`src/hw/uwk_consts.svh`:
```
// Constants of the 8/9-bit serial channel with multiprocessor wake-up.
// Assumes ref_clk at 125 MHz; included by the channel module and the testbench.
`ifndef UWK_CONSTS_SVH
`define UWK_CONSTS_SVH
`define UWK_MODE_8BIT    2'h2
`define UWK_MODE_9BIT    2'h3
`define UWK_CLK_MHZ      125
`define UWK_BAUD_DIV     16'h0364
`define UWK_FIFO_DEPTH   32
`define UWK_FIFO_AW      5
`define UWK_DATA_W       9
`endif

```
`src/hw/uwk_pkg.sv`:
```
// Types shared by the serial channel modules.
// Takes nothing from uwk_consts.svh; only the channel module and the testbench include it.
`default_nettype none
package uwk_pkg;
	typedef struct packed {
		logic [1:0] serialModeSelect;
		logic       parityEnable;
		logic       parityOdd;
		logic       stopBitLength;
		logic       wakeupEnable;
		logic       rxEnable;
	} uwk_cfg_s;

	typedef enum logic [3:0] {
		UWK_IDLE  = 4'h1,
		UWK_START = 4'h2,
		UWK_BITS  = 4'h4,
		UWK_STOP  = 4'h8
	} uwk_state_e;
endpackage
`default_nettype wire

```
`src/hw/uwk_fifo.sv`:
```
// Flip-flop FIFO carrying received words to software.
// Assumes one clock, synchronous active-high reset and a clock enable.
`timescale 1ns/100ps
`default_nettype none
module uwk_fifo #(
	parameter int WIDTH = 9,
	parameter int DEPTH = 32,
	parameter int AW    = 5
) (
	// Clock and reset
	input  wire logic             ref_clk,
	input  wire logic             rst,
	input  wire logic             clkEn,
	// Fill side
	input  wire logic             inValid,
	output logic                  inReady,
	input  wire logic [WIDTH-1:0] inData,
	// Drain side
	output logic                  outValid,
	input  wire logic             outReady,
	output logic      [WIDTH-1:0] outData
);
	logic [WIDTH-1:0] mem_reg [DEPTH];
	logic [AW-1:0]    wrPtr_reg;
	logic [AW-1:0]    rdPtr_reg;
	logic [AW:0]      count_reg;
	wire              doWrite = inValid && inReady && clkEn;
	wire              doRead  = outValid && outReady && clkEn;

	// Honest flags straight from the occupancy count
	assign inReady  = (count_reg != (AW+1)'(DEPTH));
	assign outValid = (count_reg != '0);
	assign outData  = mem_reg[rdPtr_reg];

	// Storage writes need no reset
	always_ff @(posedge ref_clk)
	begin
		if (doWrite)
			mem_reg[wrPtr_reg] <= inData;
	end

	// Pointers and count
	always_ff @(posedge ref_clk)
	begin
		if (rst)
		begin
			wrPtr_reg <= '0;
			rdPtr_reg <= '0;
			count_reg <= '0;
		end
		else
		begin
			if (doWrite)
				wrPtr_reg <= wrPtr_reg + 1'b1;
			if (doRead)
				rdPtr_reg <= rdPtr_reg + 1'b1;
			count_reg <= count_reg + (AW+1)'(doWrite) - (AW+1)'(doRead);
		end
	end

	AST_FIFO_NO_OVERFLOW: assert property (@(posedge ref_clk) disable iff (rst)
		count_reg <= (AW+1)'(DEPTH)) else $error("FIFO count above depth");
endmodule
`default_nettype wire

```
`src/hw/uwk_uart.sv`:
```
// Serial channel, 8-bit and 9-bit asynchronous modes with wake-up.
// Assumes rxPin is already synchronised to ref_clk; bit time is baudDiv cycles.
`timescale 1ns/100ps
`default_nettype none
`include "uwk_consts.svh"
module uwk_uart
	import uwk_pkg::*;
(
	// Clock, reset, enable
	input  wire logic        ref_clk,
	input  wire logic        rst,
	input  wire logic        clkEn,
	// Configuration
	input  wire uwk_cfg_s    cfg,
	input  wire logic [15:0] baudDiv,
	// Transmit request
	input  wire logic        txValid,
	output logic             txReady,
	input  wire logic [7:0]  txData,
	input  wire logic        txNinthBit,
	// Received words
	output logic             rxValid,
	input  wire logic        rxReady,
	output logic [7:0]       rxData,
	output logic             rxNinthBit,
	output logic             rxInterrupt,
	output logic             parityError,
	output logic             overrunError,
	// Line pins; open drain when openDrainControl is set
	input  wire logic        openDrainControl,
	input  wire logic        rxPin,
	output logic             txOut,
	output logic             txOe
);
	// Derived mode decode
	wire mode8  = (cfg.serialModeSelect == `UWK_MODE_8BIT);
	wire mode9  = (cfg.serialModeSelect == `UWK_MODE_9BIT);
	wire useExtra8 = mode8 && cfg.parityEnable;
	wire active = mode8 || mode9;
	wire [15:0] halfDiv = {1'b0, baudDiv[15:1]};

	// Transmitter
	uwk_state_e  txState_reg;
	logic [15:0] txCnt_reg;
	logic [3:0]  txBit_reg;
	logic [8:0]  txShift_reg;
	logic [3:0]  txBits_reg;
	logic        txStop2_reg;
	logic        txLine_reg;
	wire         txTick = (txCnt_reg == 16'h0000);
	wire         txParity = ^txData ^ cfg.parityOdd;
	wire [8:0]   txWord = mode9 ? {txNinthBit, txData} : {txParity, txData};
	wire [3:0]   txNbits = (mode9 || useExtra8) ? 4'h9 : 4'h8;
	// Wake-up state never blocks sending, so a selected slave can answer
	assign txReady = (txState_reg == UWK_IDLE) && active && clkEn;

	// Open drain drives only the low level; push-pull drives always
	assign txOut = txLine_reg;
	assign txOe  = openDrainControl ? !txLine_reg : 1'b1;

	// Transmit frame sequencer
	always_ff @(posedge ref_clk)
	begin
		if (rst)
		begin
			txState_reg <= UWK_IDLE;
			txCnt_reg   <= 16'h0000;
			txBit_reg   <= 4'h0;
			txShift_reg <= 9'h1FF;
			txBits_reg  <= 4'h8;
			txStop2_reg <= 1'b0;
			txLine_reg  <= 1'b1;
		end
		else if (clkEn)
		begin
			txCnt_reg <= txTick ? baudDiv - 16'h0001 : txCnt_reg - 16'h0001;
			case (txState_reg)
				UWK_IDLE:
				begin
					txLine_reg <= 1'b1;
					if (txValid && txReady)
					begin
						txShift_reg <= txWord;
						txBits_reg  <= txNbits;
						txStop2_reg <= mode9 && cfg.stopBitLength;
						txCnt_reg   <= baudDiv - 16'h0001;
						txLine_reg  <= 1'b0;
						txState_reg <= UWK_START;
					end
				end
				UWK_START:
					if (txTick)
					begin
						txLine_reg  <= txShift_reg[0];
						txShift_reg <= {1'b1, txShift_reg[8:1]};
						txBit_reg   <= 4'h1;
						txState_reg <= UWK_BITS;
					end
				UWK_BITS:
					if (txTick)
					begin
						if (txBit_reg == txBits_reg)
						begin
							txLine_reg  <= 1'b1;
							txBit_reg   <= 4'h0;
							txState_reg <= UWK_STOP;
						end
						else
						begin
							txLine_reg  <= txShift_reg[0];
							txShift_reg <= {1'b1, txShift_reg[8:1]};
							txBit_reg   <= txBit_reg + 4'h1;
						end
					end
				UWK_STOP:
					if (txTick)
					begin
						if (txStop2_reg && txBit_reg == 4'h0)
							txBit_reg <= 4'h1;
						else
							txState_reg <= UWK_IDLE;
					end
				default: txState_reg <= UWK_IDLE;
			endcase
		end
	end

	// Receiver
	uwk_state_e  rxState_reg;
	logic [15:0] rxCnt_reg;
	logic [3:0]  rxBit_reg;
	logic [8:0]  rxShift_reg;
	logic [3:0]  rxBits_reg;
	logic        rxDone_reg;
	wire         rxTick = (rxCnt_reg == 16'h0000);
	wire [8:0]   rxAligned = (rxBits_reg == 4'h9) ? rxShift_reg : {1'b0, rxShift_reg[8:1]};
	wire         rxParBad = useExtra8 && ((^rxAligned) != cfg.parityOdd);
	// Wake-up filter: drop address-less frames while waiting for selection
	wire         rxKeep = !(mode9 && cfg.wakeupEnable) || rxAligned[8];
	wire         fifoInReady;
	wire         pushWord = rxDone_reg && rxKeep;

	// Receive frame sequencer; samples mid-bit
	always_ff @(posedge ref_clk)
	begin
		if (rst)
		begin
			rxState_reg  <= UWK_IDLE;
			rxCnt_reg    <= 16'h0000;
			rxBit_reg    <= 4'h0;
			rxShift_reg  <= 9'h000;
			rxBits_reg   <= 4'h8;
			rxDone_reg   <= 1'b0;
		end
		else if (clkEn)
		begin
			rxDone_reg <= 1'b0;
			rxCnt_reg  <= rxTick ? baudDiv - 16'h0001 : rxCnt_reg - 16'h0001;
			case (rxState_reg)
				UWK_IDLE:
					if (cfg.rxEnable && active && !rxPin)
					begin
						rxCnt_reg   <= halfDiv;
						rxBits_reg  <= txNbits;
						rxState_reg <= UWK_START;
					end
				UWK_START:
					if (rxTick)
					begin
						rxBit_reg   <= 4'h0;
						rxState_reg <= rxPin ? UWK_IDLE : UWK_BITS; // False start glitch
					end
				UWK_BITS:
					if (rxTick)
					begin
						rxShift_reg <= {rxPin, rxShift_reg[8:1]};
						rxBit_reg   <= rxBit_reg + 4'h1;
						if (rxBit_reg + 4'h1 == rxBits_reg)
							rxState_reg <= UWK_STOP;
					end
				UWK_STOP:
					if (rxTick)
					begin
						rxDone_reg   <= 1'b1;
						rxState_reg  <= UWK_IDLE;
					end
				default: rxState_reg <= UWK_IDLE;
			endcase
		end
	end

	// Received word store and sticky errors
	logic [8:0] fifoOut;
	logic       rxInt_reg;
	logic       parErr_reg;
	logic       ovr_reg;
	uwk_fifo #(
		.WIDTH(`UWK_DATA_W),
		.DEPTH(`UWK_FIFO_DEPTH),
		.AW   (`UWK_FIFO_AW)
	) u_fifo (
		.ref_clk (ref_clk),
		.rst     (rst),
		.clkEn   (clkEn),
		.inValid (pushWord),
		.inReady (fifoInReady),
		.inData  (rxAligned),
		.outValid(rxValid),
		.outReady(rxReady),
		.outData (fifoOut)
	);
	assign rxData     = fifoOut[7:0];
	assign rxNinthBit = mode9 ? fifoOut[8] : 1'b0;
	assign rxInterrupt  = rxInt_reg;
	assign parityError  = parErr_reg;
	assign overrunError = ovr_reg;

	// Interrupt pulse for each kept frame; errors sticky until rx disabled
	always_ff @(posedge ref_clk)
	begin
		if (rst)
		begin
			rxInt_reg  <= 1'b0;
			parErr_reg <= 1'b0;
			ovr_reg    <= 1'b0;
		end
		else if (clkEn)
		begin
			rxInt_reg  <= pushWord;
			parErr_reg <= (pushWord && rxParBad) || (parErr_reg && cfg.rxEnable);
			ovr_reg    <= (pushWord && !fifoInReady) || (ovr_reg && cfg.rxEnable);
		end
	end

	AST_WAKE_DROP: assert property (@(posedge ref_clk) disable iff (rst)
		clkEn && rxDone_reg && mode9 && cfg.wakeupEnable && !rxAligned[8] |=> !rxInterrupt)
		else $error("Interrupt on dropped wake-up frame");
	AST_RX_INT: assert property (@(posedge ref_clk) disable iff (rst)
		clkEn && rxDone_reg && (!cfg.wakeupEnable || rxAligned[8]) |=> rxInterrupt)
		else $error("Kept frame raised no interrupt");
	AST_START_LOW: assert property (@(posedge ref_clk) disable iff (rst)
		txState_reg == UWK_START |-> !txOut) else $error("Start bit not low");
	AST_IDLE_HIGH: assert property (@(posedge ref_clk) disable iff (rst)
		txState_reg == UWK_IDLE && $past(txState_reg) == UWK_STOP |-> txOut)
		else $error("Line not high after stop");
	AST_OD: assert property (@(posedge ref_clk) disable iff (rst)
		openDrainControl && txOut |-> !txOe) else $error("Open drain drove high");
	AST_NINTH: assert property (@(posedge ref_clk) disable iff (rst)
		clkEn && txValid && txReady && mode9 |=> txShift_reg[8] == $past(txNinthBit))
		else $error("Ninth bit not loaded");
	AST_STOP2: assert property (@(posedge ref_clk) disable iff (rst)
		clkEn && txValid && txReady |=> txStop2_reg == $past(mode9 && cfg.stopBitLength))
		else $error("Stop length wrong");
	AST_LEN: assert property (@(posedge ref_clk) disable iff (rst)
		clkEn && txValid && txReady && mode8 |=> txBits_reg == ($past(cfg.parityEnable) ? 4'h9 : 4'h8))
		else $error("Frame length wrong");
endmodule
`default_nettype wire

```
`config.mk`:
```
export PLATFORM = sky130hd
export DESIGN_NAME = uwk_uart
export DESIGN_NICKNAME = d
export VERILOG_FILES = /design/src/hw/uwk_pkg.sv /design/src/hw/uwk_fifo.sv /design/src/hw/uwk_uart.sv
export VERILOG_INCLUDE_DIRS = /design/src /design/src/hw
export SDC_FILE = /design/constraint.sdc
export NUM_CORES = 1
export LEC_CHECK = 0
export ABC_CLOCK_PERIOD_IN_PS = 3400
export BUFFER_PORTS_ARGS = -buffer_cell sky130_fd_sc_hd__buf_2
export CAP_MARGIN = 20
export CORE_AREA = 2 2 208 210
export CTS_CLUSTER_SIZE = 14
export DETAILED_ROUTE_END_ITERATION = 10
export DIE_AREA = 0 0 210 212
export HOLD_SLACK_MARGIN = 0.15
export PLACE_DENSITY = 0.55
export SETUP_SLACK_MARGIN = 0.2
export SYNTH_ARGS = -nofsm -noshare
export SYNTH_HDL_FRONTEND = slang
export SYNTH_SLANG_ARGS = --single-unit
```
`constraint.sdc`:
```
create_clock -name ref_clk -period 3.4 [get_ports ref_clk]
set_input_delay 0.17 -clock ref_clk [delete_from_list [all_inputs] [get_ports ref_clk]]
set_output_delay 0.17 -clock ref_clk [all_outputs]
set_load 0.02 [all_outputs]
```
==> results by group, run 1 <==
STA
  – Max-slew violation count: 0
  – Measured slew at the worst slew-check pin: between 0.8 and 0.9 ns
  – Final Hold Fails: 0
  – Period utilisation layout: 0.911
  – Fin crit period: around 3.1 ns
  – Setup TNS Final: 0 ns
  – Clk_skew: between 0.02 and 0.025 ns
  – Max frequency: roughly 320 MHz
  – Max-slew headroom: 0.403
  – RSZ-0062 raised after global routing: no
  – Final setup vio count: 0

Die
  – Die ar.: 0.0445 sq mm
  – Die width: about 210 microns
  – Initial Util: 0.394
  – Placeable Area: 0.0425 sq mm
  – # IOs: 55
  – Chip Height: 212 microns
  – Row count: 76

Clock tree
  – Maximum buffer depth of the clock tree: 3
  – Htree depth: 2
  – CTS Buf Count: 42
  – TritonCTS clock tree: done
  – CTS Sinks: around 380
  – Clk_lat worst skew: 0.57 ns
  – CTS root buffer: clkbuf_16
  – Clock-pin slew on the worst setup and hold paths: roughly 0.060 ns

Drt
  – Post-route DRC: 0
  – Vias: around 10000
  – Routed Antenna Nets: 0
  – Detailed Route Iter0 Violations: 760
  – TritonRoute pass-1 iters: 5
  – Vias/cell: between 5 and 6
  – WL per Instance: 20.6 microns
  – Routed WL: 38.6 mm

Final layout
  – Final layout net count: between 1000 and 1500
  – FF+latch area: 0.0106 sq mm
  – Diodes inserted: 0
  – Max FFs per register: 288
  – Multi-input logic area: 0.00580 sq mm
  – Ratio of cells with drive above 1 in the final layout: 0.217
  – Layout fillers: around 3700
  – Layout area overhead: 17.4%
  – Non-filler cells in the finished layout: approximately 1900

Yosys
  – Multiplexer share of the synthesized area: 0.144
  – Syn nets: about 1200
  – Synthesized area per cell: 14.2 sq um
  – Synth Register Bits: 383
  – Synth Flop Type: edfxtp_1
  – Area leader, netlist: edfxtp_1
  – Netlist cell types: between 60 and 70
  – Synthesized-area fraction occupied by adder cells: 0.0177
  – Main combinational cell family by area after synthesis: multiplexers
  – Commonest cells in the netlist: edfxtp_1, nor2_1, dfxtp_1
  – Synth Area in XOR/XNOR: 0.0283
  – Top-count cell post-synth: edfxtp_1
  – FFs w/ async S/R, synth: 0
  – Post-synthesis simple-gate area fraction: 0.0984
  – Post-synth EDFFs: 288
  – Mapped Cells: ~1200
  – Sequential area share after synthesis: 0.631
  – Syn. warnings: 0
  – Synth Area in Compound Gates: 0.0575
  – Share of the synthesized area in the top cell type: 0.517
  – Largest cells by area after synthesis: edfxtp_1, mux4_2, dfxtp_1, nor2_1, nand2_1
  – Post-synthesis cell area: around 0.017 sq mm

Outcome
  – Outcome: finished, final reports clean

GRT
  – First-pass GRT wire length: approximately 60 mm
  – Grt total ovfl: 0
  – Initial antenna violation count: 0
  – GRT Overall Usage: 0.178
  – Vias in the first global route: between 10000 and 15000
  – Largest net degree at the start of global routing: 61

Worst setup path
  – R2r startpoint: txCnt_reg[0]$_SDFFE_PP0P_
  – Reg-to-reg endpoint: txCnt_reg[10]$_SDFFE_PP0P_
  – Crit path required time: between 3 and 4 ns
  – WS Path Type: register to output pin
  – Crit path max fanout: 7
  – Reg2Reg Setup Slack: 0.70 ns
  – Critical Path AT: approximately 3 ns
  – Critical path startpoint category: register
  – Worst setup EP type: output pin
  – R2R cell count: 8

Min path
  – Hold Path End: txCnt_reg[0]$_SDFFE_PP0P_
  – HP Start: baudDiv[0]
  – Hold Path Depth: 6
  – Class of the worst hold path: primary input to register

Placement
  – Global placement routability congestion: approximately 0.8
  – Placed cell count: 1762
  – Dpl hpwl: 24.2 mm
  – Port bufs: 54

Pwr
  – Static Leak: 6.73 nW
  – Power Dens Cells: 600 mW/mm^2
  – Worst VDD drop: 409 uV

Job
  – Maxcap violations: 0
where the power goes:
part | switching, mW | internal [mW] | total (mW)
clock network | 1.82 | 2.72 | 4.55
registers | 0.172 | 5.12 | 5.29
logic | 1.08 | 0.868 | 1.95
layer usage:
metal,vias to the layer above,part of all wire,GRT usage
met5,-,0,0
met4,0,0.020,0.0501
met3,60,0.049,0.0341
met2,247,0.46,0.283
met1,5161,0.47,0.251
li1,4761,-,-
metrics by stage:
stage,hold WS [ns],utilization,worst slack (ns),total power [mW],cell area (sq um)
2_1_floorplan,0.317,-,0.764,6.84,16700
3_3_place_gp,0.444,0.421,0.582,7.27,17900
3_5_place_dp,0.445,0.421,0.604,7.29,17900
4_1_cts,0.173,0.462,0.272,11.9,19600
5_1_grt,0.246,0.462,0.234,12.4,19600
6_report,0.198,0.462,0.303,11.8,19600
cells by family after synthesis:
logic type,after synthesis
AO/OA/AOI/OAI,154
XOR/XNOR,54
adder cells (fa/ha/maj),23
flip-flops,383
AND/OR/NAND/NOR,337
buffers and inverters,100
multiplexers,126
worst max path at each step:
stage	to	slack [ns]	cells past startpoint
floorplan	rxData[0]	0.76	5
global placement	rxNinthBit	0.58	6
detailed placement	rxNinthBit	0.60	6
CTS	rxNinthBit	0.27	6
global route	rxNinthBit	0.23	6
finish	rxNinthBit	0.30	6
cell type report:
class,count,area share
clock buffer,54,0.0574
clock inverter,19,0.0120
timing repair buffer,148,0.0571
multi-input combinational,694,0.295
sequential,383,0.538
inverter,31,0.00593
tap,546,0.0348
worst max-delay path: stages (launching register included):
cell     delay [ns]
dfxtp_4        0.47
buf_4          0.24
mux4_2         0.55
mux4_2         0.47
mux2i_2        0.40
nor2_1         0.07
buf_2          0.17
repair_timing:
action	4_1_cts	5_1_grt
resized for setup	1	0
buffers inserted	2	0
hold buffers	38	0
setup endpoints to repair	9	0
hold endpoints to repair	44	0
cell usage in the layout (no fill, tap or decap), types with 43 or more instances in the layout:
master and n:
a21oi_1 44, buf_2 54, buf_4 52, clkbuf_16 43, dfxtp_1 93, edfxtp_1 288, mux4_2 90, nand2_1 75
nor2_1 122, o21ai_0 44
No activity file was read; power rests on OpenSTA's default activity.
==> run 2, diff against run 1 <==
--- a/config.mk
+++ b/config.mk
@@ -10,6 +10,7 @@
 export BUFFER_PORTS_ARGS = -buffer_cell sky130_fd_sc_hd__buf_2
 export CAP_MARGIN = 20
 export CORE_AREA = 2 2 208 210
+export CTS_BUF_LIST = sky130_fd_sc_hd__clkbuf_16
 export CTS_CLUSTER_SIZE = 14
 export DETAILED_ROUTE_END_ITERATION = 10
 export DIE_AREA = 0 0 210 212
==> run 2 against run 1 <==
Against the previous run: cell area barely moved; routed wire length barely moved; first-iteration DRC count rose by 7.6%; combinational power barely moved; largest cell class unchanged.
==> results by group, run 2 (synthesis gave the netlist of run 1 again) <==
Die
  – Row count: 76
  – Die width: about 210 microns
  – Chip Height: roughly 210 microns
  – Initial Util: 0.394
  – Placeable Area: 0.0425 sq mm
  – Die ar.: 0.0445 sq mm
  – # IOs: 55

STA
  – Max frequency: 322 MHz
  – Clk_skew: 0.0238 ns
  – Fin crit period: 3.10 ns
  – Final setup vio count: 0
  – Setup TNS Final: 0 ns
  – Measured slew at the worst slew-check pin: approximately 0.88 ns
  – Max-slew headroom: 0.411
  – Final Hold Fails: 0
  – Period utilisation layout: 0.913
  – RSZ-0062 raised after global routing: no
  – Max-slew violation count: 0

GRT
  – Initial antenna violation count: 0
  – Largest net degree at the start of global routing: between 60 and 70
  – Vias in the first global route: ~10000
  – First-pass GRT wire length: 60.1 mm
  – Grt total ovfl: 0
  – GRT Overall Usage: 0.178

Final layout
  – Commonest non-fill, non-tap cell in the layout: edfxtp_1
  – Finished Core Util: 0.462
  – Final layout net count: 1362
  – Most frequent cells in the layout: edfxtp_1, nor2_1, dfxtp_1
  – Max FFs per register: 288
  – Ratio of cells with drive above 1 in the final layout: 0.216
  – Layout fillers: about 3700
  – Diodes inserted: 0
  – Layout area overhead: 17.3%
  – Non-filler cells in the finished layout: 1875

Drt
  – Detailed Route Iter0 Violations: 818
  – Vias: 10200
  – Routed Antenna Nets: 0
  – Routed WL: about 39 mm
  – WL per Instance: 20.6 microns
  – TritonRoute pass-1 iters: 5
  – Vias/cell: 5.45
  – Post-route DRC: 0

Clock tree
  – TritonCTS clock tree: done
  – Htree depth: 2
  – Clock-pin slew on the worst setup and hold paths: about 0.060 ns
  – Maximum buffer depth of the clock tree: 3
  – CTS root buffer: clkbuf_16
  – CTS Sinks: 383
  – CTS Buf Count: 42
  – Clk_lat worst skew: about 0.57 ns

Worst setup path
  – Crit path required time: 3.23 ns
  – WS Path Type: register to output pin
  – Worst setup EP type: output pin
  – Buf/Inv on CP: 2
  – Top delay family on crit path: multiplexers
  – CP most frequent cell: mux4_2
  – Critical Path AT: 2.93 ns
  – Critical path startpoint category: register
  – Worst path slowest cell: mux4_2
  – Worst path max stage delay: ~0.55 ns
  – Crit path max fanout: 7
  – Worst path cell trace: buf_4 -> mux4_2 -> mux4_2 -> mux2i_2 -> nor2_1 -> buf_2

Pwr
  – Power Dens Cells: 598 mW/mm^2
  – Static Leak: 6.77 nW
  – Worst VDD drop: 407 uV

Job
  – Maxcap violations: 0

Placement
  – Dpl hpwl: 24.2 mm
  – Placed cell count: 1762
  – Global placement routability congestion: 0.801
  – Port bufs: 54

Outcome
  – Outcome: finished, final reports clean

Min path
  – Class of the worst hold path: primary input to register
[run 2: final timing paths]
check / startpoint / end / slack [ns] / cells after the start
max: register / rxNinthBit / 0.30 / 6
min: baudDiv[0] / txCnt_reg[3]$_SDFFE_PP0P_ / 0.20 / 6
max reg2reg: txCnt_reg[0]$_SDFFE_PP0P_ / txCnt_reg[10]$_SDFFE_PP0P_ / 0.70 / 8
min reg2reg: txCnt_reg[14]$_SDFFE_PP0P_ / txCnt_reg[14]$_SDFFE_PP0P_ / 0.46 / 2
[run 2: what timing repair did]
action,in CTS,in global routing
setup endpoints to repair,9,0
hold buffers,38,0
resized for setup,1,0
setup buffers,2,0
hold endpoints to repair,44,0
[run 2: metal layers]
metal,track usage,wire [microns],vias up
met5,0,0,-
met4,0.0501,758,0
met3,0.0341,1970,60
met2,0.283,18000,236
met1,0.251,17900,5158
li1,-,-,4763
[run 2: metrics by stage]
| stage | worst slack (ns) | instance area, sq um | power, mW | hold slack [ns] |
|---|---|---|---|---|
| 2_1_floorplan | 0.764 | 16700 | 6.84 | 0.317 |
| 3_3_place_gp | 0.582 | 17900 | 7.27 | 0.444 |
| 3_5_place_dp | 0.604 | 17900 | 7.29 | 0.445 |
| 4_1_cts | 0.272 | 19600 | 11.9 | 0.173 |
| 5_1_grt | 0.232 | 19600 | 12.3 | 0.246 |
| 6_report | 0.297 | 19600 | 11.7 | 0.196 |
[run 2: report_power, final]
group,total (mW),switching [mW],internal (mW)
clock network,4.49,1.83,2.67
logic,1.95,1.08,0.868
registers,5.29,0.172,5.12
total,11.7,3.08,8.66
[run 2: area by class of cell]
type	instances	area [sq um]	share of cell area
Inverter	31	116	0.00593
Sequential cell	383	10600	0.538
Clock buffer	43	1080	0.0548
Tap cell	546	683	0.0348
Timing Repair Buffer	148	1120	0.0571
Clock inverter	30	277	0.0141
Multi-Input combinational cell	694	5800	0.295
[run 2: tightest hold or removal path, stage by stage]
cell,delay (ns)
buf_2,0.10
nor3_1,0.06
xnor2_1,0.16
nand2_1,0.08
a32oi_1,0.09
nor2_1,0.08
